## src/logic/bmd_pkg.sv

```systemverilog
// package of constants and types for the board memory address decoder
package bmd_pkg;
  localparam int ADDR_W = 20;
  localparam logic [19:0] RAM_TOP_BASE = 20'h0_1FFF;
  localparam logic [19:0] RAM_TOP_EXP = 20'h0_3FFF;
  localparam logic [19:0] ROM_START_8K = 20'hF_E000;
  localparam logic [19:0] ROM_START_16K = 20'hF_C000;
  localparam logic [19:0] ROM_START_32K = 20'hF_8000;
  localparam logic [19:0] ROM_START_64K = 20'hF_0000;
  localparam logic [19:0] ROM_START_128K = 20'hE_0000;
  // sockets holding static ram are the lower half of the eprom window
  localparam int CLK_PERIOD_PS = 5000;
  localparam int RAM_CYCLE_NS = 150;
  localparam int ROM_CYCLE_MIN_NS = 200;
  localparam int ROM_CYCLE_MAX_NS = 450;
  localparam int RAM_CYCLES = (RAM_CYCLE_NS * 1000 + CLK_PERIOD_PS - 1) / CLK_PERIOD_PS;
  localparam int ROM_CYCLES_MIN = (ROM_CYCLE_MIN_NS * 1000 + CLK_PERIOD_PS - 1) / CLK_PERIOD_PS;
  localparam int ROM_CYCLES_MAX = (ROM_CYCLE_MAX_NS * 1000) / CLK_PERIOD_PS;
  localparam int WAIT_STEP_NS = 50;
  localparam int WAIT_STEP_CYCLES = (WAIT_STEP_NS * 1000 + CLK_PERIOD_PS - 1) / CLK_PERIOD_PS;
  localparam logic [2:0] ROM_WAIT_MAX = 3'h5;
  localparam logic [6:0] RAM_CNT = 7'(RAM_CYCLES);
  localparam logic [6:0] ROM_CNT_MIN = 7'(ROM_CYCLES_MIN);
  localparam logic [6:0] STEP_CNT = 7'(WAIT_STEP_CYCLES);
  typedef enum logic [1:0] {BMD_ROM_8K, BMD_ROM_16K, BMD_ROM_32K, BMD_ROM_64K} bmd_size_t;
  typedef enum logic [1:0] {BMD_IDLE, BMD_BUSY, BMD_DONE} bmd_st_t;
endpackage

```

## src/logic/bmd_decoder.sv

```systemverilog
// board memory address decoder with select, byte lanes and wait timing
`timescale 1ns/1ps
// Operation
// - The decode uses all 20 address bits and anything not on board goes to the system bus.
// - Word and byte transfers are accepted everywhere with byte lanes from size and address.
// - Without expansion the ram select covers 0 to 1FFF.
// - With expansion the ram select covers 0 to 3FFF.
// - Without expansion the eprom window ends at FFFFF and starts by size at FE000 to F0000.
// - With expansion the eprom window starts by size at FC000 to E0000.
// - Ram accesses run with no wait states, a 150 ns cycle.
// - Eprom accesses take configurable wait states for a 200 to 450 ns cycle.
// - Two sockets may hold static ram in the lower half of the eprom window.
module bmd_decoder (
  input wire logic clk_sys,
  input wire logic rst_b,
  input wire logic reqStart,
  input wire logic [19:0] reqAddr,
  input wire logic reqWord,
  input wire logic expFitted,
  input wire logic [1:0] romSize,
  input wire logic ramSockets,
  input wire logic [2:0] romWait,
  output logic selRam,
  output logic selRom,
  output logic selSockRam,
  output logic selSysBus,
  output logic laneLow_b,
  output logic laneHigh_b,
  output logic accReady,
  output logic busy
);
  typedef struct packed {
    bmd_pkg::bmd_st_t st;
    logic [6:0] cnt;
    logic selRam;
    logic selRom;
    logic selSockRam;
    logic selSysBus;
    logic laneLow_b;
    logic laneHigh_b;
    logic accReady;
    logic busy;
    logic expMeta;
    logic expSync;
    logic [1:0] romSizeMeta;
    logic [1:0] romSizeSync;
    logic sockMeta;
    logic sockSync;
    logic [2:0] waitMeta;
    logic [2:0] waitSync;
  } bmd_state_t;

  bmd_state_t s, next_s;
  logic hitRam, hitRom, hitSockRam;
  logic [2:0] waitClamp;

  bmd_window u_window (
    .addr(reqAddr),
    .expFitted(s.expSync),
    .romSize(s.romSizeSync),
    .ramSockets(s.sockSync),
    .hitRam(hitRam),
    .hitRom(hitRom),
    .hitSockRam(hitSockRam)
  );

  function automatic logic [6:0] romCycles(input logic [2:0] w);
    romCycles = 7'(bmd_pkg::ROM_CNT_MIN + 7'(w) * bmd_pkg::STEP_CNT);
  endfunction

  always_comb begin
    next_s = s;
    next_s.accReady = 1'b0;
    // straps are jumpers off the clock domain, two flops before any use
    next_s.expMeta = expFitted;
    next_s.expSync = s.expMeta;
    next_s.romSizeMeta = romSize;
    next_s.romSizeSync = s.romSizeMeta;
    next_s.sockMeta = ramSockets;
    next_s.sockSync = s.sockMeta;
    next_s.waitMeta = romWait;
    next_s.waitSync = s.waitMeta;
    waitClamp = (s.waitSync > bmd_pkg::ROM_WAIT_MAX) ? bmd_pkg::ROM_WAIT_MAX : s.waitSync;
    case (s.st)
      bmd_pkg::BMD_IDLE: begin
        if (reqStart) begin
          next_s.st = bmd_pkg::BMD_BUSY;
          next_s.selRam = hitRam;
          next_s.selRom = hitRom;
          next_s.selSockRam = hitSockRam;
          next_s.selSysBus = !(hitRam || hitRom || hitSockRam);
          next_s.laneLow_b = !(reqWord || !reqAddr[0]);
          next_s.laneHigh_b = !(reqWord || reqAddr[0]);
          if (hitRom) begin
            next_s.cnt = romCycles(waitClamp) - 7'h01;
          end else begin
            next_s.cnt = bmd_pkg::RAM_CNT - 7'h01;
          end
        end
      end
      bmd_pkg::BMD_BUSY: begin
        if (s.cnt == 7'h00) begin
          next_s.st = bmd_pkg::BMD_DONE;
          next_s.accReady = 1'b1;
        end else begin
          next_s.cnt = s.cnt - 7'h01;
        end
      end
      bmd_pkg::BMD_DONE: begin
        next_s.st = bmd_pkg::BMD_IDLE;
        next_s.selRam = 1'b0;
        next_s.selRom = 1'b0;
        next_s.selSockRam = 1'b0;
        next_s.selSysBus = 1'b0;
        next_s.laneLow_b = 1'b1;
        next_s.laneHigh_b = 1'b1;
      end
      default: next_s.st = bmd_pkg::BMD_IDLE;
    endcase
    next_s.busy = (next_s.st != bmd_pkg::BMD_IDLE);
  end

  always_ff @(posedge clk_sys) begin
    if (!rst_b) begin
      s <= '{st: bmd_pkg::BMD_IDLE, cnt: 7'h00, selRam: 1'h0, selRom: 1'h0,
             selSockRam: 1'h0, selSysBus: 1'h0, laneLow_b: 1'h1, laneHigh_b: 1'h1,
             accReady: 1'h0, busy: 1'h0, expMeta: 1'h0, expSync: 1'h0,
             romSizeMeta: 2'h0, romSizeSync: 2'h0, sockMeta: 1'h0, sockSync: 1'h0,
             waitMeta: 3'h0, waitSync: 3'h0};
    end else begin
      s <= next_s;
    end
  end

  assign selRam = s.selRam;
  assign selRom = s.selRom;
  assign selSockRam = s.selSockRam;
  assign selSysBus = s.selSysBus;
  assign laneLow_b = s.laneLow_b;
  assign laneHigh_b = s.laneHigh_b;
  assign accReady = s.accReady;
  assign busy = s.busy;

  property p_ram_base;
    @(posedge clk_sys) disable iff (!rst_b)
      (s.st == bmd_pkg::BMD_IDLE && reqStart && !s.expSync && reqAddr == 20'h0_2000)
      |=> !selRam;
  endproperty
  a_ram_base: assert property (p_ram_base) else $error("ram select past 1FFF");

  property p_ram_exp;
    @(posedge clk_sys) disable iff (!rst_b)
      (s.st == bmd_pkg::BMD_IDLE && reqStart && s.expSync && reqAddr == 20'h0_3FFF)
      |=> selRam;
  endproperty
  a_ram_exp: assert property (p_ram_exp) else $error("ram select missing at 3FFF");

  property p_rom_base;
    @(posedge clk_sys) disable iff (!rst_b)
      (s.st == bmd_pkg::BMD_IDLE && reqStart && !s.expSync && !s.sockSync
       && s.romSizeSync == 2'h0) |=> (selRom == ($past(reqAddr) >= 20'hF_E000));
  endproperty
  a_rom_base: assert property (p_rom_base) else $error("8K eprom window wrong");

  property p_rom_exp;
    @(posedge clk_sys) disable iff (!rst_b)
      (s.st == bmd_pkg::BMD_IDLE && reqStart && s.expSync && !s.sockSync
       && s.romSizeSync == 2'h3) |=> (selRom == ($past(reqAddr) >= 20'hE_0000));
  endproperty
  a_rom_exp: assert property (p_rom_exp) else $error("128K eprom window wrong");

  property p_ram_time;
    @(posedge clk_sys) disable iff (!rst_b)
      (s.st == bmd_pkg::BMD_IDLE && reqStart && hitRam) |-> ##31 accReady;
  endproperty
  a_ram_time: assert property (p_ram_time) else $error("ram cycle not 150 ns");

  property p_rom_time;
    @(posedge clk_sys) disable iff (!rst_b)
      (s.st == bmd_pkg::BMD_IDLE && reqStart && hitRom) |-> ##[41:91] accReady;
  endproperty
  a_rom_time: assert property (p_rom_time) else $error("eprom cycle out of range");

  property p_rom_early;
    @(posedge clk_sys) disable iff (!rst_b)
      (s.st == bmd_pkg::BMD_IDLE && reqStart && hitRom) |-> ##40 !accReady;
  endproperty
  a_rom_early: assert property (p_rom_early) else $error("eprom cycle below 200 ns");

  property p_lanes;
    @(posedge clk_sys) disable iff (!rst_b)
      (s.st == bmd_pkg::BMD_IDLE && reqStart && !reqWord && reqAddr[0])
      |=> (laneLow_b && !laneHigh_b);
  endproperty
  a_lanes: assert property (p_lanes) else $error("odd byte lanes wrong");

  property p_even_lane;
    @(posedge clk_sys) disable iff (!rst_b)
      (s.st == bmd_pkg::BMD_IDLE && reqStart && !reqWord && !reqAddr[0])
      |=> (!laneLow_b && laneHigh_b);
  endproperty
  a_even_lane: assert property (p_even_lane) else $error("even byte lanes wrong");

  property p_word_lanes;
    @(posedge clk_sys) disable iff (!rst_b)
      (s.st == bmd_pkg::BMD_IDLE && reqStart && reqWord) |=> (!laneLow_b && !laneHigh_b);
  endproperty
  a_word_lanes: assert property (p_word_lanes) else $error("word lanes wrong");

  property p_sysbus;
    @(posedge clk_sys) disable iff (!rst_b)
      (s.st == bmd_pkg::BMD_IDLE && reqStart && reqAddr > 20'h0_3FFF && reqAddr < 20'hE_0000)
      |=> (selSysBus && !(selRam || selRom || selSockRam));
  endproperty
  a_sysbus: assert property (p_sysbus) else $error("system bus with on-board select");

  property p_sock;
    @(posedge clk_sys) disable iff (!rst_b)
      (s.st == bmd_pkg::BMD_IDLE && reqStart && s.sockSync && !s.expSync
       && s.romSizeSync == 2'h3 && reqAddr >= 20'hF_0000 && reqAddr < 20'hF_8000)
      |=> (selSockRam && !selRom);
  endproperty
  a_sock: assert property (p_sock) else $error("socket ram and eprom both selected");

  property p_ready_pulse;
    @(posedge clk_sys) disable iff (!rst_b)
      accReady |=> !accReady;
  endproperty
  a_ready_pulse: assert property (p_ready_pulse) else $error("ready longer than one cycle");

  property p_idle_quiet;
    @(posedge clk_sys) disable iff (!rst_b)
      !busy |-> (!(selRam || selRom || selSockRam || selSysBus) && laneLow_b && laneHigh_b);
  endproperty
  a_idle_quiet: assert property (p_idle_quiet) else $error("select left on while idle");
endmodule // bmd_decoder

```

## src/logic/bmd_window.sv

```systemverilog
// combinational window decode of one physical address
`timescale 1ns/1ps
module bmd_window (
  input wire logic [19:0] addr,
  input wire logic expFitted,
  input wire logic [1:0] romSize,
  input wire logic ramSockets,
  output logic hitRam,
  output logic hitRom,
  output logic hitSockRam
);
  logic [19:0] romStart;
  logic [19:0] sockSplit;
  always_comb begin
    // expansion doubles every eprom size, so each step starts one size lower
    case ({expFitted, romSize})
      3'b000: romStart = bmd_pkg::ROM_START_8K;
      3'b001, 3'b100: romStart = bmd_pkg::ROM_START_16K;
      3'b010, 3'b101: romStart = bmd_pkg::ROM_START_32K;
      3'b011, 3'b110: romStart = bmd_pkg::ROM_START_64K;
      default: romStart = bmd_pkg::ROM_START_128K;
    endcase
    sockSplit = romStart + ((~romStart + 20'h0_0001) >> 1);
    hitRam = addr <= (expFitted ? bmd_pkg::RAM_TOP_EXP : bmd_pkg::RAM_TOP_BASE);
    hitSockRam = ramSockets && addr >= romStart && addr < sockSplit;
    hitRom = addr >= romStart && !hitSockRam;
  end
endmodule // bmd_window

```

## config.mk

```make
export PLATFORM = sky130hd
export DESIGN_NAME = bmd_decoder
export DESIGN_NICKNAME = d
export VERILOG_FILES = /design/src/logic/bmd_pkg.sv /design/src/logic/bmd_decoder.sv /design/src/logic/bmd_window.sv
export SDC_FILE = /design/constraint.sdc
export NUM_CORES = 1
export LEC_CHECK = 0
export BUFFER_PORTS_ARGS = -buffer_cell sky130_fd_sc_hd__buf_2
export CAP_MARGIN = 20
export CORE_MARGIN = 2
export CORE_UTILIZATION = 37
export CTS_CLUSTER_DIAMETER = 50
export DETAILED_ROUTE_END_ITERATION = 6
export GPL_TIMING_DRIVEN = 0
export HOLD_SLACK_MARGIN = 0.08
export SLEW_MARGIN = 5
export SYNTH_ARGS = -nofsm -noshare
export SYNTH_HDL_FRONTEND = slang
export SYNTH_SLANG_ARGS = --single-unit
```

## constraint.sdc

```tcl
create_clock -name clk_sys -period 2.92 [get_ports clk_sys]
set_input_delay 0.146 -clock clk_sys [delete_from_list [all_inputs] [get_ports clk_sys]]
set_output_delay 0.146 -clock clk_sys [all_outputs]
set_load 0.02 [all_outputs]
```

* Word-level counts from Yosys, hierarchy flattened
Index checks and enable logic that the tools add are counted.
Storage, ports and cells: register bits 31, input port bits 31, output and inout bits 8, word-level logic and storage cells 74
Operators by class: $add $sub $neg 5, $mul 1, $lt $le $gt $ge 4, equality and inequality tests 10, muxes and demuxes 11, bitwise logic cells 1, reductions and logical operators 24
Operators with widths (count):
- $pmux 17 s4 | 1
- $add 20x1->20 const B | 1
- $add 20x19->20 | 1
- $ge 20x20->1 | 1
- $le 20x20->1 | 1
- $lt 20x20->1 | 1
- $not 20->20 | 1
- $mux 15 | 1
- $mux 14 | 1
- $mux 7 | 2
- $pmux 7 s2 | 1
- $sub 7x1->7 const B | 2
- $pmux 6 s2 | 1
- $eq 3x3->1 const B | 3
- $add 6x7->7 const A | 1
- $logic_not 7->1 | 1
- $eq 3x2->1 const B | 2
- $mul 3x3->6 const B | 1
- $reduce_bool 2->1 | 3
- $reduce_or 2->1 | 3
- $logic_not 1->1 | 5
- $logic_or 1x1->1 | 4
- $ne 2x2->1 const B | 2
- $pmux 2 s2 | 1
- 12 further kinds | 15

* Depth between registers and ports, before layout
Gate-level depths: netlist of the first run.
depth in word-level cells 16, gate-level depth with buffers 10, depth with buffers taken out 9

* Cells and area by module
Synthesis of the first run repeated with hierarchy kept, for this count alone.
Second synthesis, totals: cells, all modules 189, area total of the unflattened synthesis 1730.4 um^2
By module, submodules not included:
- bmd_decoder | instances 1, cells each 136, area an instance 1316.3 um^2, sequential area each 620.6 um^2
- bmd_window | instances 1, cells each 53, area an instance 414.1 um^2, sequential area each 0.0 um^2

* Least setup slack after synthesis of the first run
Ideal clock, no wire load.
path type register to register, start register s[12] in the netlist's numbering, end register s[27] in the netlist's numbering, setup time 0.117 ns, arrival 2.176 ns, data required time 2.803 ns, path slack 0.627 ns, cell stages (with the launch flop) 9, path buffers 1, cells stage by stage dfxtp_1 -> nand3_1 -> ha_1 -> clkbuf_1 -> ha_1 -> and3b_1 -> o211a_1 -> or3_2 -> a32o_1
Between the ends: word-level cells in the longest chain between the ends 13, elaborated cells between the ends (all ways) 23, those cells by class add/sub (2); order compare (2); eq/ne (6); mux (4); bitwise (1); reduce/logical (8)
Ends and longest elaborated chain:
- start, declared | line bmd_decoder.sv:53 | bmd_state_t s, next_s;
- start signal, assigned | line bmd_decoder.sv:125 | s <= '{st: bmd_pkg::BMD_IDLE, cnt: 7'h00, selRam: 1'h0, selRom: 1'h0,
- start signal, assigned | line bmd_decoder.sv:131 | s <= next_s;
- $eq 3x2->1 (tied with other cells) | line bmd_window.sv:16 | case ({expFitted, romSize})
- $reduce_or 2->1 | line bmd_window.sv:16
- $pmux 17 s4 (*) | line bmd_window.sv:16
- $not 20->20 | line bmd_window.sv:23 | sockSplit = romStart + ((~romStart + 20'h0_0001) >> 1);
- $add 20x1->20 | line bmd_window.sv:23
- $add 20x19->20 | line bmd_window.sv:23
- $lt 20x20->1 | line bmd_window.sv:25 | hitSockRam = ramSockets && addr >= romStart && addr < sockSplit;
- $logic_and 1x1->1 | line bmd_window.sv:25
- $logic_not 1->1 | line bmd_window.sv:26 | hitRom = addr >= romStart && !hitSockRam;
- $logic_and 1x1->1 (*) | line bmd_window.sv:26
- $mux 7 (*) | line bmd_decoder.sv:94 | if (hitRom) begin
- $mux 15 (*) | line bmd_decoder.sv:86 | if (reqStart) begin
- $pmux 7 s2 (*) | line bmd_decoder.sv:84 | case (s.st)
Every way passes the cells marked *; elsewhere a longest branch is shown, timed or not. The select of a mux whose other input is x is not followed. A chain may end at the register's enable or synchronous reset.

* Worst setup path after layout of the first run
start register s[12] in the netlist's numbering, end register s[24] in the netlist's numbering
Same word-level chain as after synthesis.

==> results.yml, run 1 <==
status:
  status: "completed"
job:
  cap_violations: 0
logic_synthesis:
  ys_types: 57
  postSynth.asyncResetShare_pct: 0
  synth_fp_nets: 246
  syn_area_sq_mm: 0.00180
  synth_seq_cells: 31
  synth_edf_count: 0
  yosys_warnings: 0
  synth.avg_cell_area_sq_um: 8.98
  synthFlopType: "dfxtp_1"
  syn_inst: 200
  yosysSeqAreaShare_pct: 34.5
timing:
  slew_viol_final: 0
  max_slew_margin_pct: 64.8
  hold_violations: 0
  tightest_slew_ps: 523
  setup_viol: 0
  skew_ps: 7.07
  tns_ps: 0
  rsz0062_at_grt: "no"
  layout_setup_ws_ps: 508
  fin_crit_sh_pct: 82.6
  fmax_mhz: 415
  fin_crit_ps: 2410
drt:
  drc: 0
  num_vias: 1601
  drtPass1Iterations: 4
  routed_via_density: 5.25
  first_iter_violations: 57
  wirelength_mm: 3.88
  postRouteAntennaNets: 0
  wire_per_inst_um: 12.7
cts:
  cts_tree: "built"
  cts_resized: 0
  cts_sinks: 31
  root_buffer: "clkbuf_8"
  numCtsBuffers: 5
  insertion_delay_ps: 280
  cts-htree-levels: 2
  clk_pin_slew_ps: 60
  clockBufferDepth: 2
worst_setup_path:
  critPathKind: "reg -> reg"
  worstPathMaxFanout: 6
  crit_required_ps: 3150
  crit_arrival_ps: 2640
  cp-start-kind: "flop"
  end_kind: "flop"
power:
  p_clk_share_pct: 29.5
  intPower_w: 0.000726
  p_per_area_mw_per_mm2: 466
  p_sw_share_pct: 29.0
  pwr-share-seq_pct: 46.8
  fin_total_pwr_w: 0.00102
  switchingPower_w: 0.000297
  leakage_nw: 0.981
  peakVddDrop_uv: 244
  pwr-share-comb_pct: 23.7
global_routing:
  overflow: 0
  grt_pass1_vias: 1487
  grt_max_degree: 11
  antenna_found_initial: 0
  track_usage_pct: 16.0
  grt_first_pass_wirelength_mm: 6.71
final_layout:
  fillerInstances: 466
  layout-drive-gt1-share_pct: 25.5
  nets: 298
  finalNonFillerCells: 305
  synthToLayoutAreaGrowth_pct: 22.3
  num_antenna_cells: 0
  fin_util_pct: 46.8
placed_design:
  place_congestion: 0.906
  dp_slack_ps: 510
  place.port_buffers: 38
  detailedPlacementHpwl_mm: 3.00
  placedCellCount: 292
floorplan:
  initial_utilization_pct: 38.3
  chipHeight_um: 73.7
  core_area_sq_mm: 0.00469
  design.die.area_sq_mm: 0.00543
  io_pins: 39
  die_w_um: 73.7
  row_count: 25
hold_path:
  hp-class: "in -> reg"
[sequential cells by signal, summed over array words and instances (netlist names)]
name        count
laneHigh_b      1
selRam          1
laneLow_b       1
selSockRam      1
selRom          1
s              16
next_s          7
busy            1
selSysBus       1
accReady        1
[layout make-up]
class / count / area [sq um] / area share, %
timing repair buffer: 45 / 260 / 11.8
buffer: 7 / 41.3 / 1.88
tap: 54 / 67.6 / 3.08
sequential: 31 / 621 / 28.2
multi-input combinational: 153 / 1100 / 50.1
clock buffer: 6 / 72.6 / 3.30
inverter: 9 / 33.8 / 1.54
[timing repair]
item / 4_1_cts / 5_1_grt
buffers inserted: 0 / 0
endpoints found under the hold margin: 7 / 0
hold buffers: 7 / 0
[cells by family after synthesis]
| logic type | synth area share [%] |
|---|---|
| flops | 34.5 |
| simple gates | 28.8 |
| compound gates | 20.5 |
| fa+ha+maj | 10.4 |
| xor+xnor | 1.46 |
| buf+inv | 4.18 |
[power by group through the flow]
stage	registers (W)	logic, W	clock network, W
floorplan	0.000493	0.000155	0
finish	0.000479	0.000243	0.000302
CTS	0.000479	0.000243	0.000315
detailed placement	0.000488	0.000236	0
global route	0.000484	0.000272	0.000336
global placement	0.000487	0.000234	0
[cell usage after synthesis (all sizes together) (4+ instances only)]
| cell type | instances | area [sq um] |
|---|---|---|
| nor3 | 7 | 51.3 |
| or3 | 4 | 27.5 |
| nor2 | 8 | 30.0 |
| nand2 | 15 | 56.3 |
| ha | 15 | 188 |
| a21oi | 7 | 35.0 |
| clkbuf | 5 | 18.8 |
| nor4 | 4 | 31.3 |
| nand4 | 6 | 37.5 |
| dfxtp | 31 | 621 |
| nand3 | 7 | 40.0 |
| o21ai | 11 | 55.1 |
| and2 | 16 | 100 |
| inv | 9 | 33.8 |
[metal layers]
metal / routed length [um] / GRT usage [%] / up-vias
met3: 153 / 4.53 / 8
met1: 1970 / 21.0 / 712
met2: 1700 / 24.1 / 35
met4: 60 / 7.27 / 0
met5: 0 / 0 / -
li1: - / - / 846
[per-stage QoR]
stage | hold slack [ps] | instance area [sq um]
6_report | 120 | 2200
5_1_grt | 140 | 2200
4_1_cts | 113 | 2200
3_5_place_dp | 354 | 2050
3_3_place_gp | 352 | 2050
2_1_floorplan | 273 | 1800
[critical path, cell delays in order, from the launching register on]
cell and delay [ps]:
dfxtp_1 410, nand3_1 150, ha_1 230, clkbuf_1 110, ha_1 260, and3b_1 160, o211a_1 210, or3_2 520
nand3_2 150, o221a_1 180
[placed cells by master, fill, tap and decap left out, drive strengths merged, types with 3 or more instances in the layout]
cell,count
dfxtp,31
and3,3
a21oi,7
o311ai,3
o21a,3
or3,4
buf,40
a21boi,3
nor3,7
inv,9
and2b,3
clkbuf,11
or4b,3
and2,16
nand2,15
nor2,8
o21ai,11
a31oi,3
dlygate4sd3,7
ha,15
nand3,7
nand4,6
nor4,4
xnor2,3
[path summary, 6_finish.rpt]
kind | startpoint | slack [ps] | end | cells after the start
max | s[12] | 510 | s[24] | 9
min | reqWord | 120 | laneHigh_b | 2
max reg2reg | s[12] | 510 | s[24] | 9
min reg2reg | next_s[2] | 430 | s[2] | 1
No activity file was read; power rests on OpenSTA's default activity.
==> run 2, diff against run 1 <==
==> constraint.sdc (replaced) <==
create_clock -name clk_sys -period 2.05 [get_ports clk_sys]
set_input_delay 0.1025 -clock clk_sys [delete_from_list [all_inputs] [get_ports clk_sys]]
set_output_delay 0.1025 -clock clk_sys [all_outputs]
set_load 0.02 [all_outputs]
==> results.yml, run 2 (synthesis results as in run 1) <==
drt:
  routed_via_density: 5.44
  postRouteAntennaNets: 0
  wire_per_inst_um: 13.7
  first_iter_violations: 91
  drtPass1Iterations: 5
  wirelength_mm: 4.29
  num_vias: 1708
  drc: 0
placed_design:
  place_congestion: 0.867
  place.port_buffers: 38
  placedCellCount: 292
  detailedPlacementHpwl_mm: 3.08
timing:
  fin_crit_sh_pct: 104
  setup_viol: 3
  fmax_mhz: 469
  skew_ps: 4.64
  rsz0062_at_grt: "yes"
  slew_viol_final: 0
  tns_ps: -128
  tightest_slew_ps: 521
  max_slew_margin_pct: 65.0
  hold_violations: 0
  fin_crit_ps: 2130
  layout_setup_ws_ps: -83.1
cts:
  insertion_delay_ps: 280
  clockBufferDepth: 2
  cts-htree-levels: 2
  cts_tree: "built"
  numCtsBuffers: 5
  clk_pin_slew_ps: 60
  cts_sinks: 31
  root_buffer: "clkbuf_8"
floorplan:
  die_w_um: 73.7
  chipHeight_um: 73.7
  io_pins: 39
  row_count: 25
  core_area_sq_mm: 0.00469
  initial_utilization_pct: 38.3
  design.die.area_sq_mm: 0.00543
worst_setup_path:
  critPathKind: "reg -> reg"
  end_kind: "flop"
  slowest_stage: "or4b_4"
  path_delay_family: "simple AND/OR/NAND/NOR gates"
  worstPathMaxFanout: 4
  startpoint: "s[12]"
  crit_arrival_ps: 2310
  reg2reg_depth: 7
  reg2reg_from: "s[12]"
  endpoint: "s[24]"
  critPathBufInv: 0
  reg2reg_to: "s[24]"
  crit_required_ps: 2230
  rrSetupSlack_ps: -80
  path_depth: 7
  cp_cell_sequence: "o21a_4, ha_4, or4b_4, nor3_4, a221o_2, nand3_4, o221a_1"
  cp_slowest_stage_delay_ps: 470
  cp-start-kind: "flop"
final_layout:
  largest_reg_flops: 16
  mostFrequentLayoutCells: "buf_2 (38), dfxtp_1 (28), and2_1 (16), nand2_1 (13)"
  nets: 305
  final_common_cell: "buf_2"
  num_antenna_cells: 0
  layout-drive-gt1-share_pct: 34.6
  largest_register: "s"
  synthToLayoutAreaGrowth_pct: 34.5
  finalNonFillerCells: 314
global_routing:
  track_usage_pct: 17.6
  grt_max_degree: 11
  grt_first_pass_wirelength_mm: 7.21
  antenna_found_initial: 0
  grt_pass1_vias: 1596
  overflow: 0
power:
  p_per_area_mw_per_mm2: 657
  fin_total_pwr_w: 0.00159
  peakVddDrop_uv: 348
  leakage_nw: 1.05
job:
  cap_violations: 0
status:
  status: "complete, but fails checks"
  violations: "setup timing"
hold_path:
  hp-class: "in -> reg"
[run 2: cell types whose count changed in the layout (fill, tap and decap cells not counted), moves of 3 or more]
cell	delta
buf_4	+6
ha_1	-5
dfxtp_1	-3
ha_4	+3
[run 2: where the power goes]
group          switching, W  leakage, nW  internal (W)  total, W
Clock              0.000219       0.0515      0.000306  0.000525
Sequential        0.0000354        0.258      0.000646  0.000681
Combinational      0.000201        0.740      0.000181  0.000382
[run 2: metrics by stage]
step                hold WS [ps]  utilization [%]  cell area, sq um  worst slack [ps]
detailed placement           312             44.5              2090              -251
floorplan                    230                -              1830             -68.1
global placement             308             44.5              2090              -245
CTS                          115             50.6              2370             -71.2
finish                       120             51.5              2420             -83.1
global route                 140             51.5              2420              -140
[run 2: repair_timing]
action                                  in CTS  in global routing
pin swaps                                    9                  1
gates cloned                                 0                  0
buffers inserted                             6                  1
endpoints found under the setup margin       9                  9
gates resized for setup                     12                  7
hold buffers                                 8                  0
endpoints found under the hold margin        9                  0
[run 2: final cells by class]
cell class                      instances  area, sq um
Multi-Input combinational cell        153         1220
Clock buffer                            8          100
Timing Repair Buffer                   53          327
Inverter                                9         36.3
Buffer                                  6         37.5
Tap cell                               54         67.6
Sequential cell                        31          629
Fill cell                             437         2270
[run 2: how the worst min path moves through the flow]
stage                          start          to  cells after the start
final                     reqAddr[0]  laneHigh_b                      2
after global routing        reqStart       s[28]                      3
after CTS                 reqAddr[0]  laneHigh_b                      2
after detailed placement  ramSockets   next_s[6]                      2
after global placement    romSize[0]   next_s[8]                      2
after floorplan           romWait[0]   next_s[0]                      1
[run 2: routing by layer]
layer / vias to the layer above / part of all wire [%] / GRT usage, %
li1: 870 / - / -
met2: 36 / 46 / 28.7
met4: 0 / 1.8 / 8.89
met5: - / 0 / 0
met1: 795 / 49 / 21.1
met3: 7 / 3.6 / 4.80
